## config.mk

```make
export PLATFORM = sky130hd
export DESIGN_NAME = bsav_top
export DESIGN_NICKNAME = d
export VERILOG_FILES = /design/src/verilog/bsav_pkg.sv /design/src/verilog/bsav_sync.sv /design/src/verilog/bsav_top.sv
export SDC_FILE = /design/constraint.sdc
export NUM_CORES = 1
export LEC_CHECK = 0
export BUFFER_PORTS_ARGS = -buffer_cell sky130_fd_sc_hd__buf_2
export CAP_MARGIN = 0
export CORE_MARGIN = 1.5
export CORE_UTILIZATION = 25
export CTS_BUF_LIST = sky130_fd_sc_hd__clkbuf_4
export DETAILED_ROUTE_END_ITERATION = 10
export SLEW_MARGIN = 20
export SYNTH_ARGS = -nofsm -noshare
export SYNTH_HDL_FRONTEND = slang
export SYNTH_SLANG_ARGS = --single-unit
```

## constraint.sdc

```tcl
create_clock -name clk -period 3.5 [get_ports clk]
set_input_delay 0.7 -clock clk [delete_from_list [all_inputs] [get_ports clk]]
set_output_delay 0.7 -clock clk [all_outputs]
set_load 0.02 [all_outputs]
```

## src/verilog/bsav_pkg.sv

```systemverilog
// Package: constants for the bus slave address and vector select block
`default_nettype none
package bsav_pkg;
   localparam int ADDR_W = 18;
   localparam int ASW_W = 8;
   localparam int VSW_W = 6;
   localparam int USW_W = 4;
   localparam int ASW_LSB = 4;
   localparam int ASW_MSB = 11;
   localparam int PAGE_LSB = 12;
   localparam int VEC_LSB = 2;
   localparam logic [5:0] PAGE_ONES = 6'h3F;
   localparam logic [ADDR_W-1:0] STD_REG0_ADDR = 18'h3F550;
   localparam logic [ADDR_W-1:0] STD_REG1_ADDR = 18'h3F552;
   localparam logic [7:0] STD_VECTOR = 8'h94;
   localparam logic [1:0] DEFAULT_LEVEL = 2'h1;
   localparam int DMA_WORD_NS = 1000;
   localparam int CLK_PERIOD_NS = 10;
   localparam int DMA_WORD_CYC = DMA_WORD_NS / CLK_PERIOD_NS;
   localparam int SAMPLE_CYC = 4;
   typedef enum logic [1:0] {BSAV_IDLE, BSAV_REQ, BSAV_HOLD} bsav_dma_t;
endpackage : bsav_pkg
`default_nettype wire

```

## src/verilog/bsav_sync.sv

```systemverilog
// Two-stage synchroniser for a bundle of slow switch levels
`default_nettype none
module bsav_sync #(parameter int W = 8)
(
   input wire logic clk,
   input wire logic srst,
   input wire logic ce,
   input wire logic [W-1:0] din,
   output logic [W-1:0] dout
);
   logic [W-1:0] meta_q;
   always_ff @(posedge clk)
   begin
      if (srst)
      begin
         meta_q <= '0;
         dout <= '0;
      end
      else if (ce)
      begin
         meta_q <= din;
         dout <= meta_q;
      end
   end
endmodule : bsav_sync
`default_nettype wire

```

## src/verilog/bsav_top.sv

```systemverilog
// Address decode, vector select, priority chain and DMA pacing
`default_nettype none
// Summary of operation
// - Match address bits 4..11 against eight address switches.
// - Address switch on gives bit zero, off gives bit one.
// - Units two to four shift the register pair by an offset.
// - Standard switches answer at 772520 and 772522 octal.
// - Vector bits 2..7 come from six vector switches.
// - Vector bits 0 and 1 are always zero.
// - Vector switch on gives one, off gives zero.
// - Standard vector switches give vector 224 octal.
// - Unit select never alters the vector.
// - Second drive vector comes from a separate six-switch group.
// - First drive vector uses the standard vector switches.
// - Grant daisy chain position sets interrupt priority; nearer boards win.
// - DMA holds bus about one microsecond per word.
// - Word is held buffered so late grants cause no data loss.
// - One of four units, offsets 0, 4, 10, 14 octal.
// - Interrupt request on one selectable level 4..7, default 5.
module bsav_top
(
   input wire logic clk,
   input wire logic srst,
   input wire logic ce,
   input wire logic [17:0] bus_addr,
   input wire logic bus_sel,
   input wire logic [7:0] address_switch_group,
   input wire logic [5:0] vector_switch_group,
   input wire logic [5:0] second_vector_switch_group,
   input wire logic [3:0] unit_select_switch_group,
   input wire logic two_drive_en,
   input wire logic [1:0] level_sel,
   input wire logic level_sel_valid,
   input wire logic irq_drive0,
   input wire logic irq_drive1,
   input wire logic grant_in,
   input wire logic dma_word_req,
   output logic hit_q,
   output logic reg_sel_q,
   output logic [7:0] vector_q,
   output logic [3:0] bus_req_q,
   output logic grant_out_q,
   output logic grant_taken_q,
   output logic bus_busy_q,
   output logic dma_done_q,
   output logic cfg_valid_q
);
   logic [7:0] asw_s;
   logic [17:0] addr_s;
   logic [5:0] vsw_s;
   logic [5:0] vsw2_s;
   logic [3:0] usw_s;
   logic [1:0] lvl_s;
   logic [1:0] misc_s;
   logic [2:0] grant_s;
   logic [7:0] base_q;
   logic [5:0] vec0_q;
   logic [5:0] vec1_q;
   logic [1:0] unit_q;
   logic [1:0] level_q;
   logic two_q;
   logic [2:0] samp_cnt_q;
   logic vec_owner_q;
   logic irq_pend;
   logic [7:0] dma_cnt_q;
   bsav_pkg::bsav_dma_t dma_st_q;

   bsav_sync #(.W(8)) u_sa (.clk(clk), .srst(srst), .ce(ce), .din(address_switch_group),
      .dout(asw_s));
   bsav_sync #(.W(6)) u_sv (.clk(clk), .srst(srst), .ce(ce), .din(vector_switch_group),
      .dout(vsw_s));
   bsav_sync #(.W(6)) u_sv2 (.clk(clk), .srst(srst), .ce(ce),
      .din(second_vector_switch_group), .dout(vsw2_s));
   bsav_sync #(.W(4)) u_su (.clk(clk), .srst(srst), .ce(ce), .din(unit_select_switch_group),
      .dout(usw_s));
   bsav_sync #(.W(2)) u_sl (.clk(clk), .srst(srst), .ce(ce), .din(level_sel), .dout(lvl_s));
   bsav_sync #(.W(2)) u_sm (.clk(clk), .srst(srst), .ce(ce),
      .din({two_drive_en, level_sel_valid}), .dout(misc_s));
   bsav_sync #(.W(3)) u_sg (.clk(clk), .srst(srst), .ce(ce),
      .din({grant_in, dma_word_req, bus_sel}), .dout(grant_s));
   // Address rides the same two stages as its qualifier, so both stay aligned
   bsav_sync #(.W(18)) u_sb (.clk(clk), .srst(srst), .ce(ce), .din(bus_addr), .dout(addr_s));

   // Unit number from one-hot switches; invalid patterns fall back to unit 0
   wire [1:0] unit_dec = (usw_s == 4'h2) ? 2'h1 :
                         (usw_s == 4'h4) ? 2'h2 :
                         (usw_s == 4'h8) ? 2'h3 : 2'h0;
   wire [7:0] pair_base = ~asw_s;

   // Switches caught once, a few cycles after reset so the synchronisers settle
   wire sample_now = (samp_cnt_q == 3'(bsav_pkg::SAMPLE_CYC)) && !cfg_valid_q;
   always_ff @(posedge clk)
   begin
      if (srst)
      begin
         samp_cnt_q <= '0;
         cfg_valid_q <= 1'b0;
         base_q <= 8'hFF;
         vec0_q <= '0;
         vec1_q <= '0;
         unit_q <= '0;
         level_q <= bsav_pkg::DEFAULT_LEVEL;
         two_q <= 1'b0;
      end
      else if (ce && !cfg_valid_q)
      begin
         samp_cnt_q <= samp_cnt_q + 3'h1;
         if (sample_now)
         begin
            cfg_valid_q <= 1'b1;
            base_q <= pair_base;
            vec0_q <= vsw_s;
            vec1_q <= vsw2_s;
            unit_q <= unit_dec;
            level_q <= misc_s[0] ? lvl_s : bsav_pkg::DEFAULT_LEVEL;
            two_q <= misc_s[1];
         end
      end
   end

   // Offset in 2-word steps per unit: address bits 3:2 carry the unit
   wire [17:0] eff_addr = grant_s[0] ? addr_s : 18'h0;
   wire page_ok = eff_addr[17:bsav_pkg::PAGE_LSB] == bsav_pkg::PAGE_ONES;
   wire base_ok = eff_addr[bsav_pkg::ASW_MSB:bsav_pkg::ASW_LSB] == base_q;
   wire unit_ok = eff_addr[3:2] == unit_q;
   wire addr_hit = cfg_valid_q && grant_s[0] && page_ok && base_ok && unit_ok &&
                   !eff_addr[0];

   // Vector select never looks at the unit
   wire [5:0] vec_bits = (two_q && vec_owner_q) ? vec1_q : vec0_q;
   wire vec_owner_d = two_q && irq_drive1 && !irq_drive0;
   assign irq_pend = irq_drive0 || (two_q && irq_drive1);
   wire grant_mine = grant_s[2] && irq_pend && cfg_valid_q;

   always_ff @(posedge clk)
   begin
      if (srst)
      begin
         hit_q <= 1'b0;
         reg_sel_q <= 1'b0;
         vector_q <= '0;
         vec_owner_q <= 1'b0;
         bus_req_q <= '0;
         grant_out_q <= 1'b0;
         grant_taken_q <= 1'b0;
      end
      else if (ce)
      begin
         hit_q <= addr_hit;
         reg_sel_q <= eff_addr[1];
         if (!grant_taken_q)
            vec_owner_q <= vec_owner_d;
         vector_q <= {vec_bits, 2'h0};
         bus_req_q <= (irq_pend && cfg_valid_q) ? (4'h1 << level_q) : 4'h0;
         // Pass the grant downstream unless an interrupt here takes it; a DMA request here does not stop it
         grant_out_q <= grant_s[2] && !grant_mine;
         grant_taken_q <= grant_mine;
      end
   end

   // DMA pacing: hold mastership a fixed time per word; the word is already latched
   always_ff @(posedge clk)
   begin
      if (srst)
      begin
         dma_st_q <= bsav_pkg::BSAV_IDLE;
         dma_cnt_q <= '0;
         bus_busy_q <= 1'b0;
         dma_done_q <= 1'b0;
      end
      else if (ce)
      begin
         dma_done_q <= 1'b0;
         case (dma_st_q)
            bsav_pkg::BSAV_IDLE:
               if (grant_s[1])
                  dma_st_q <= bsav_pkg::BSAV_REQ;
            bsav_pkg::BSAV_REQ:
               if (grant_s[2])
               begin
                  dma_st_q <= bsav_pkg::BSAV_HOLD;
                  bus_busy_q <= 1'b1;
                  dma_cnt_q <= 8'(bsav_pkg::DMA_WORD_CYC - 1);
               end
            bsav_pkg::BSAV_HOLD:
               if (dma_cnt_q == 8'h00)
               begin
                  dma_st_q <= bsav_pkg::BSAV_IDLE;
                  bus_busy_q <= 1'b0;
                  dma_done_q <= 1'b1;
               end
               else
                  dma_cnt_q <= dma_cnt_q - 8'h01;
            default:
               dma_st_q <= bsav_pkg::BSAV_IDLE;
         endcase
      end
   end

   // Vector is one switch group with two zero low bits, whatever the unit
   std_vec_a: assert property (@(posedge clk) disable iff (srst)
      vector_q == 8'h00 || vector_q == {vec0_q, 2'h0} || vector_q == {vec1_q, 2'h0})
      else $error("vector not built from a switch group");
   page_hit_a: assert property (@(posedge clk) disable iff (srst)
      hit_q |-> $past(eff_addr[17:12]) == bsav_pkg::PAGE_ONES && !$past(eff_addr[0]))
      else $error("hit outside io page");
   base_hit_a: assert property (@(posedge clk) disable iff (srst)
      hit_q |-> $past(eff_addr[11:4]) == base_q)
      else $error("hit with wrong base");
   unit_hit_a: assert property (@(posedge clk) disable iff (srst)
      hit_q |-> $past(eff_addr[3:2]) == unit_q)
      else $error("hit with wrong unit");
   one_level_a: assert property (@(posedge clk) disable iff (srst)
      $onehot0(bus_req_q))
      else $error("more than one request level");
   grant_pass_a: assert property (@(posedge clk) disable iff (srst)
      !(grant_out_q && grant_taken_q))
      else $error("grant both kept and passed");
   dma_hold_a: assert property (@(posedge clk) disable iff (srst)
      $rose(bus_busy_q) && ce |-> bus_busy_q [*8])
      else $error("mastership dropped early");
   vec_src_a: assert property (@(posedge clk) disable iff (srst)
      (ce && !two_q && cfg_valid_q) |=> vector_q[7:2] == vec0_q)
      else $error("first drive vector wrong source");
   hit_c: cover property (@(posedge clk) hit_q && reg_sel_q);
   grant_c: cover property (@(posedge clk) grant_taken_q);
   dma_c: cover property (@(posedge clk) dma_done_q);
   freeze_c: cover property (@(posedge clk) bus_busy_q && !ce);
endmodule : bsav_top
`default_nettype wire

```

## Word level (Yosys, flattened, before mapping)

Index checks and enable logic that the tools add are counted.
Widths: inputs -> output; s select.

| storage, ports and cells | value |
|---|---|
| flip-flop bits (word level) | 154 |
| input bits | 54 |
| output and inout port bits | 19 |
| logic and storage cells | 99 |

| operators by class | value |
|---|---|
| add/sub/neg operators | 2 |
| eq/ne operators | 13 |
| shift operators | 1 |
| muxes and demuxes | 19 |
| bitwise logic cells | 2 |
| reductions and logical operators | 27 |

Operators with widths:

| operator | count |
|---|---|
| $mux 18 | 1 |
| $mux 8 | 2 |
| $pmux 8 s2 | 1 |
| $logic_and 1x1->1 | 14 |
| $mux 2 | 7 |
| $reduce_and 4->1 | 3 |
| $eq 8x8->1 | 1 |
| $logic_not 8->1 | 1 |
| $not 8->8 | 1 |
| $sub 8x1->8 const B | 1 |
| $eq 6x6->1 const B | 1 |
| $mux 6 | 1 |
| $pmux 2 s3 | 1 |
| $eq 4x2->1 const B | 1 |
| $eq 4x3->1 const B | 1 |
| $eq 4x4->1 const B | 1 |
| $logic_not 1->1 | 4 |
| $mux 1 | 4 |
| $mux 4 | 1 |
| $ne 2x1->1 const B | 2 |
| $ne 2x2->1 const B | 2 |
| $reduce_and 2->1 | 2 |
| $shl 1x2->4 const A | 1 |
| $add 3x1->3 const B | 1 |
| other kinds (9) | 9 |

## Depth between registers and ports, before layout

Gate-level depths: netlist (run 1).

| logic depth | value |
|---|---|
| depth after elaboration | 6 |
| gate-level depth with buffers | 8 |
| gate-level depth less buffers | 7 |

## By module

Synthesis (run 1) repeated with hierarchy kept, for this count alone.

| unflattened totals | value |
|---|---|
| cell total of the unflattened synthesis | 624 |
| area, all modules | 6,082.1 um^2 |

Modules (own cells, without submodules):

| module | times used | cells each | area each (um^2) | seq. area each (um^2) |
|---|---|---|---|---|
| bsav_top | 1 | 309 | 2,575.0 | 1,121.1 |
| bsav_sync (u_sb) | 1 | 116 | 1,306.3 | 720.7 |
| bsav_sync (u_sv ...) | 2 | 38 | 420.4 | 240.2 |
| bsav_sync (u_sa) | 1 | 52 | 580.6 | 320.3 |
| bsav_sync (u_su) | 1 | 26 | 285.3 | 160.2 |
| bsav_sync (u_sl ...) | 2 | 13 | 140.1 | 80.1 |
| bsav_sync (u_sg) | 1 | 19 | 214.0 | 120.1 |

## Worst setup path after synthesis (run 1)

OpenSTA, ideal clock, no wires.

| timing | value |
|---|---|
| kind | input-to-reg |
| from | input port ce |
| to | register cfg_valid_q |
| setup time | 0.128 ns |
| arrival time | 1.682 ns |
| required time | 3.372 ns |
| slack | 1.690 ns |
| stages | 8 |
| buffers on the path | 4 |
| cell sequence | buf_2 > nor2b_1 > buf_4 > and3_1 > buf_2 > buf_4 > nor2_1 > nor2_1 |

| on the way | value |
|---|---|
| cells in the longest elaborated chain, start to end | 2 |

Ends and longest elaborated chain:

| what | RTL line | text |
|---|---|---|
| start: declaration | bsav_top.sv:24 | `input wire logic ce,` |
| $logic_and 1x1->1 | bsav_top.sv:105 | `else if (ce && !cfg_valid_q)` |
| $reduce_and 2->1 (no line) | n/a |  |
| end signal: assignment | bsav_top.sv:97 | `cfg_valid_q <= 1'b0;` |
| end signal: assignment | bsav_top.sv:110 | `cfg_valid_q <= 1'b1;` |
| end: declaration | bsav_top.sv:46 | `output logic cfg_valid_q` |

Every way passes these cells.
A chain may end at the register's enable or synchronous reset.

==> results of run 1 <==
==> through the flow <==
step | util [%] | total power, mW | std cells | instance area (µm²) | hold WS [ps]
after floorplan | - | 2.06 | 638 | 6070 | 431
after global placement | 28.3 | 2.14 | 990 | 6680 | 444
after detailed placement | 28.3 | 2.14 | 990 | 6680 | 447
after CTS | 29.7 | 3.36 | 1022 | 7000 | 319
after global routing | 29.7 | 3.47 | 1022 | 7000 | 314
final | 29.7 | 3.30 | 1022 | 7000 | 379
==> layout make-up <==
class | count | area, µm² | area share [%]
sequential | 154 | 3080 | 44.0
multi-input combinational | 430 | 2740 | 39.1
timing repair buffer | 76 | 417 | 5.95
tap | 319 | 399 | 5.70
clock inverter | 14 | 186 | 2.66
clock buffer | 18 | 135 | 1.93
inverter | 11 | 41.3 | 0.590
==> power by group through the flow <==
stage               combinational [mW]  clock (mW)  sequential, mW
floorplan                        0.177           0            1.89
global placement                 0.242           0            1.90
detailed placement               0.244           0            1.90
CTS                              0.245        1.26            1.86
global route                     0.271        1.33            1.87
finish                           0.240        1.20            1.86
==> registers in the layout, summed over array words and instances (netlist names), 3 cells and up <==
name,cells
base_q,8
bus_req_q,4
dma_cnt_q,8
samp_cnt_q,3
u_sa.dout,8
u_sa.meta_q,8
u_sb.dout,18
u_sb.meta_q,18
u_sg.dout,3
u_sg.meta_q,3
u_su.dout,4
u_su.meta_q,4
u_sv.dout,6
u_sv.meta_q,6
u_sv2.dout,6
u_sv2.meta_q,6
vec0_q,6
vec1_q,6
vector_q,6
==> cell usage after synthesis, types with 4 or more instances <==
cell type  count  share of area, %
a211o_1        8               1.2
a21oi_1       30               2.5
a311oi_1       6              0.87
buf_2         18               1.5
buf_4          5              0.62
clkbuf_1      18               1.1
dfxtp_1      154                51
ha_1           8               1.7
inv_1         11              0.68
mux2i_1      100                17
nand2_1       43               2.7
nand2b_1       8              0.83
nand3_1       15               1.2
nand4_1        5              0.52
nor2_1       141               8.7
nor2b_1        6              0.62
nor3_1         4              0.33
nor4_1         5              0.52
o21ai_0        4              0.33
xnor2_1        9               1.3
xor2_1         4              0.58
==> tightest hold or removal path, cell delays in order <==
cell	delay (ps)
buf_2	70
mux2i_1	50
nor2_1	70
==> routing by layer <==
layer / global-route usage, % / up-vias
met5: 0 / -
met4: 3.64 / 0
met3: 2.74 / 11
met2: 15.7 / 57
met1: 13.8 / 2006
li1: - / 2265
==> kinds of logic (layout without fill, tap and decap cells) <==
logic type / count (synthesis) / in the layout / synth area share [%]
xor+xnor: 13 / 13 / 1.88
mux: 100 / 100 / 16.5
buf+inv: 54 / 119 / 4.02
simple gates: 243 / 243 / 18.0
other cells: 1 / 2 / 0.0618
flops: 154 / 154 / 50.8
compound gates: 64 / 64 / 7.06
fa+ha+maj: 8 / 8 / 1.65
==> how the worst max path moves through the flow <==
stage                      from           to  depth (start not counted)
global route                 ce        hit_q                          7
finish                       ce        hit_q                          7
floorplan                    ce  cfg_valid_q                          8
CTS                 cfg_valid_q  cfg_valid_q                          1
global placement             ce        hit_q                          7
detailed placement           ce        hit_q                          7
==> flow_summary.ini, run 1 <==
[timing]
fin_crit_sh_pct = 59.0
grt_setup_unrepaired = false
relSlewSlack_pct = 37.5
setup_viol = 0
period_minus_slack_ps = 2070
tightest_slew_ps = 937
fin_ws_ps = 1430
hold_viol = 0
max_freq_mhz = 484
final.setup_skew_ps = 24.0
drv_slew = 0
fin_setup_tns_ps = 0

[clock_network]
htreeDepth = 4
clockRootBuffer = clkbuf_4
clkTransAtPathRegs_ps = 150
numClockSinks = 154
cts_tree = built
ctsHoldBuffers = 0
numCtsBuffers = 17
postCtsSetupBuffers = 0
cts_buffer_depth = 2
clock_latency_ps = 540
cts-resized-gates = 0

[drt]
first_pass_iters = 4
routed.top_layer = met4
wl_um = 12600
num_vias = 4339
routed_via_density = 4.25
wl_met1_um = 6370
ant_nets = 0
drc = 0
wl_met2_um = 5650
met3_length_um = 410
drt-initial-drc-count = 313
post_drt_wl_per_cell_um = 12.3

[cells_and_area]
mostFrequentLayoutCell = dfxtp_1
finalNetCount = 752
drive_above_1_share_pct = 16.4
diodes = 0
syn2layout_area_growth_pct = 15.5
final_cell_mix = dfxtp_1, nor2_1, mux2i_1, buf_2, nand2_1
fill_cells = 2509

[synth]
postSynthCellCount = 637
ys_types = 45
synth-warning-count = 0
synth_area_per_cell_um2 = 9.52
syn_area_um2 = 6060
ys_ff_latch = 154
synth_flop_cell = dfxtp_1
seq_area_frac_synth_pct = 50.8
synth_edf_count = 0
async_reset_ff_share_pct = 0

[worst_hold_path]
hold_end = u_sb.meta_q[2]
min_path_type = in2reg
min_from = bus_addr[2]
hold_depth = 3

[critical_path]
path_buf_inv = 2
critical_path.startpoint_type = primary input
max_stage_delay_ps = 780
cp_top_family = buffers and inverters
reg2reg_slack_ps = 1510
crit_fanout = 58
endpoint_kind = flop
r2r_cells = 6
crit_top_cell = nand2_1
cp_slowest_cell = buf_4
rr_startpoint = cfg_valid_q
crit_chain = buf_6 > buf_4 > nand2_1 > nor3_1 > nand2_1 > nor4_1 > a31o_1
cp.required_ps = 4000
cp.arrival_ps = 2560
critical_path_class = in2reg
timing.rr.end = unit_q[0]

[die]
initial_core_util_pct = 25.7
rows = 56
dieArea_um2 = 25200
die_x_um = 159
pin_count = 73
fp.dieH_um = 159
core-area_um2 = 23600

[grt]
grt_antenna_before_repair = 0
grt_overflow_total = 0
grtUsageTotal_pct = 10.3
grt_pass1_wl_um = 20600
grt_pass1_vias = 3982
grt_max_degree = 63

[place]
pre_cts_ws_ps = 859
dp_hpwl_um = 8620
gp_congestion = 0.714
io_buffers = 70

[job]
cap_violations = 0

[power]
power_frac_comb_pct = 7.3
power_switching_mw = 0.846
clockPowerShare_pct = 36.4
power.density_nw_per_um2 = 471
intPower_mw = 2.45
ir_drop_mv = 0.208
p_leak_nw = 2.92
pwr-share-seq_pct = 56.3
switching_share_pct = 25.7

[run_status]
status = finished, final reports clean
(Power assumes the default switching activity.)
==> run 2, diff against run 1 <==
==> constraint.sdc (replaced) <==
create_clock -name clk -period 1.7 [get_ports clk]
set_input_delay 0.34 -clock clk [delete_from_list [all_inputs] [get_ports clk]]
set_output_delay 0.34 -clock clk [all_outputs]
set_load 0.02 [all_outputs]
==> flow_summary.ini, run 2 (same netlist as run 1, synthesis figures left out) <==
[run_status]
status = finished, final reports clean

[cells_and_area]
multi_input_area_um2 = 2740
fill_cells = 2507
final_cells = 1062
mostFrequentLayoutCell = dfxtp_1
drive_above_1_share_pct = 15.9
seqCellArea_um2 = 3080
final_util_pct = 31.4
reg.largest.list = u_sb.dout: 18 flops, u_sb.meta_q: 18 flops
fin_area_um2 = 7420
syn2layout_area_growth_pct = 22.3
finalNetCount = 792
final_cell_mix = dfxtp_1, nor2_1, mux2i_1, buf_2, nand2_1

[clock_network]
clockRootBuffer = clkbuf_4
htreeDepth = 4
numCtsBuffers = 17
postCtsSetupBuffers = 0
clock_latency_ps = 540
cts_tree = built
clkTransAtPathRegs_ps = 130
numClockSinks = 154
cts_buffer_depth = 2
cts-resized-gates = 0

[die]
core-area_um2 = 23600
initial_core_util_pct = 25.7
pin_count = 73
dieArea_um2 = 25200
fp.dieH_um = 159
die_x_um = 159
rows = 56

[timing]
drv_slew = 0
max_freq_mhz = 629
fin_ws_ps = 109
relSlewSlack_pct = 61.6
holdWs_ps = 52.9
tightest_slew_ps = 576
fin_setup_tns_ps = 0
grt_setup_unrepaired = false
period_minus_slack_ps = 1590
fin_crit_sh_pct = 93.6
setup_viol = 0
hold_viol = 0
final.setup_skew_ps = 17.8

[drt]
drc = 0
drt-initial-drc-count = 291
routed_via_density = 4.24
ant_nets = 0
wl_um = 12800
post_drt_wl_per_cell_um = 12.1
num_vias = 4500
first_pass_iters = 4

[grt]
grt_pass1_wl_um = 21600
grtUsageTotal_pct = 10.7
grt_overflow_total = 0
grt_max_degree = 78
grt_antenna_before_repair = 1
grt_pass1_vias = 4231

[place]
gp_congestion = 0.749
dp_hpwl_um = 8650
pre_cts_ws_ps = 126
io_buffers = 70
placed_area_um2 = 6790
dpl.cell_count = 996

[power]
p_leak_nw = 3.11
ir_drop_mv = 0.465
total_power_mw = 6.69
power.density_nw_per_um2 = 902

[critical_path]
r2r_cells = 5
critical_path.startpoint_type = flop
cp.arrival_ps = 2080
crit_chain = buf_4 > nand2_1 > a22o_1 > nor4_1 > a31o_1
rr_startpoint = u_sg.dout[0]
cp.required_ps = 2190
critical_path_class = reg2reg
cp_slowest_cell = dfxtp_1
reg2reg_slack_ps = 110
timing.rr.end = hit_q
endpoint_kind = flop
crit_fanout = 9
max_stage_delay_ps = 470

[job]
cap_violations = 0

[worst_hold_path]
hold_end = u_sv.meta_q[1]
min_path_type = in2reg
hold_depth = 3
min_from = vector_switch_group[1]
## run 2: changes by cell type in the layout (fill, tap and decap cells not counted), moves of 2 or more
cell and change:
dlygate4sd3_1 +34, buf_12 +5, clkinv_2 +3, inv_6 -3, clkinv_1 +2, inv_8 -2
## run 2: report_power, final
| group | switching [mW] | internal, mW | leakage, nW |
|---|---|---|---|
| Combinational | 0.283 | 0.292 | 1.69 |
| Sequential | 0.0836 | 3.74 | 1.26 |
| Clock | 1.28 | 1.02 | 0.161 |
## run 2: how the worst max path moves through the flow
stage	from	endpoint	slack [ps]	depth (start not counted)
floorplan	ce	cfg_valid_q	250	8
global route	dma_st_q[0]	dma_cnt_q[4]	1	6
detailed placement	ce	hit_q	130	7
CTS	cfg_valid_q	cfg_valid_q	80	1
global placement	ce	hit_q	170	7
finish	u_sg.dout[0]	hit_q	110	5
## run 2: repair_timing
item,in CTS,in global routing
endpoints found under the setup margin,0,1
hold endpoints to repair,34,0
hold buffers,34,0
## run 2: area by class of cell
| class | instances | area share, % |
|---|---|---|
| Multi-Input combinational cell | 430 | 36.9 |
| Tap cell | 319 | 5.38 |
| Inverter | 11 | 0.557 |
| Clock buffer | 18 | 1.82 |
| Timing Repair Buffer | 116 | 11.7 |
| Antenna cell | 1 | 0.0337 |
| Clock inverter | 13 | 2.06 |
| Sequential cell | 154 | 41.6 |
## run 2: layer usage
metal	track usage, %	share of wire (%)	vias up
li1	-	-	2341
met1	14.3	50	2085
met2	16.2	45	61
met3	3.06	3.8	13
met4	3.77	1.2	0
met5	0	0	-
## run 2: worst max-delay path, delay by kind of cell, from the launching register on
| family | cells | cell delay, ps |
|---|---|---|
| compound gates | 2 | 420 |
| flops | 1 | 470 |
| buf+inv | 1 | 210 |
| simple gates | 2 | 460 |
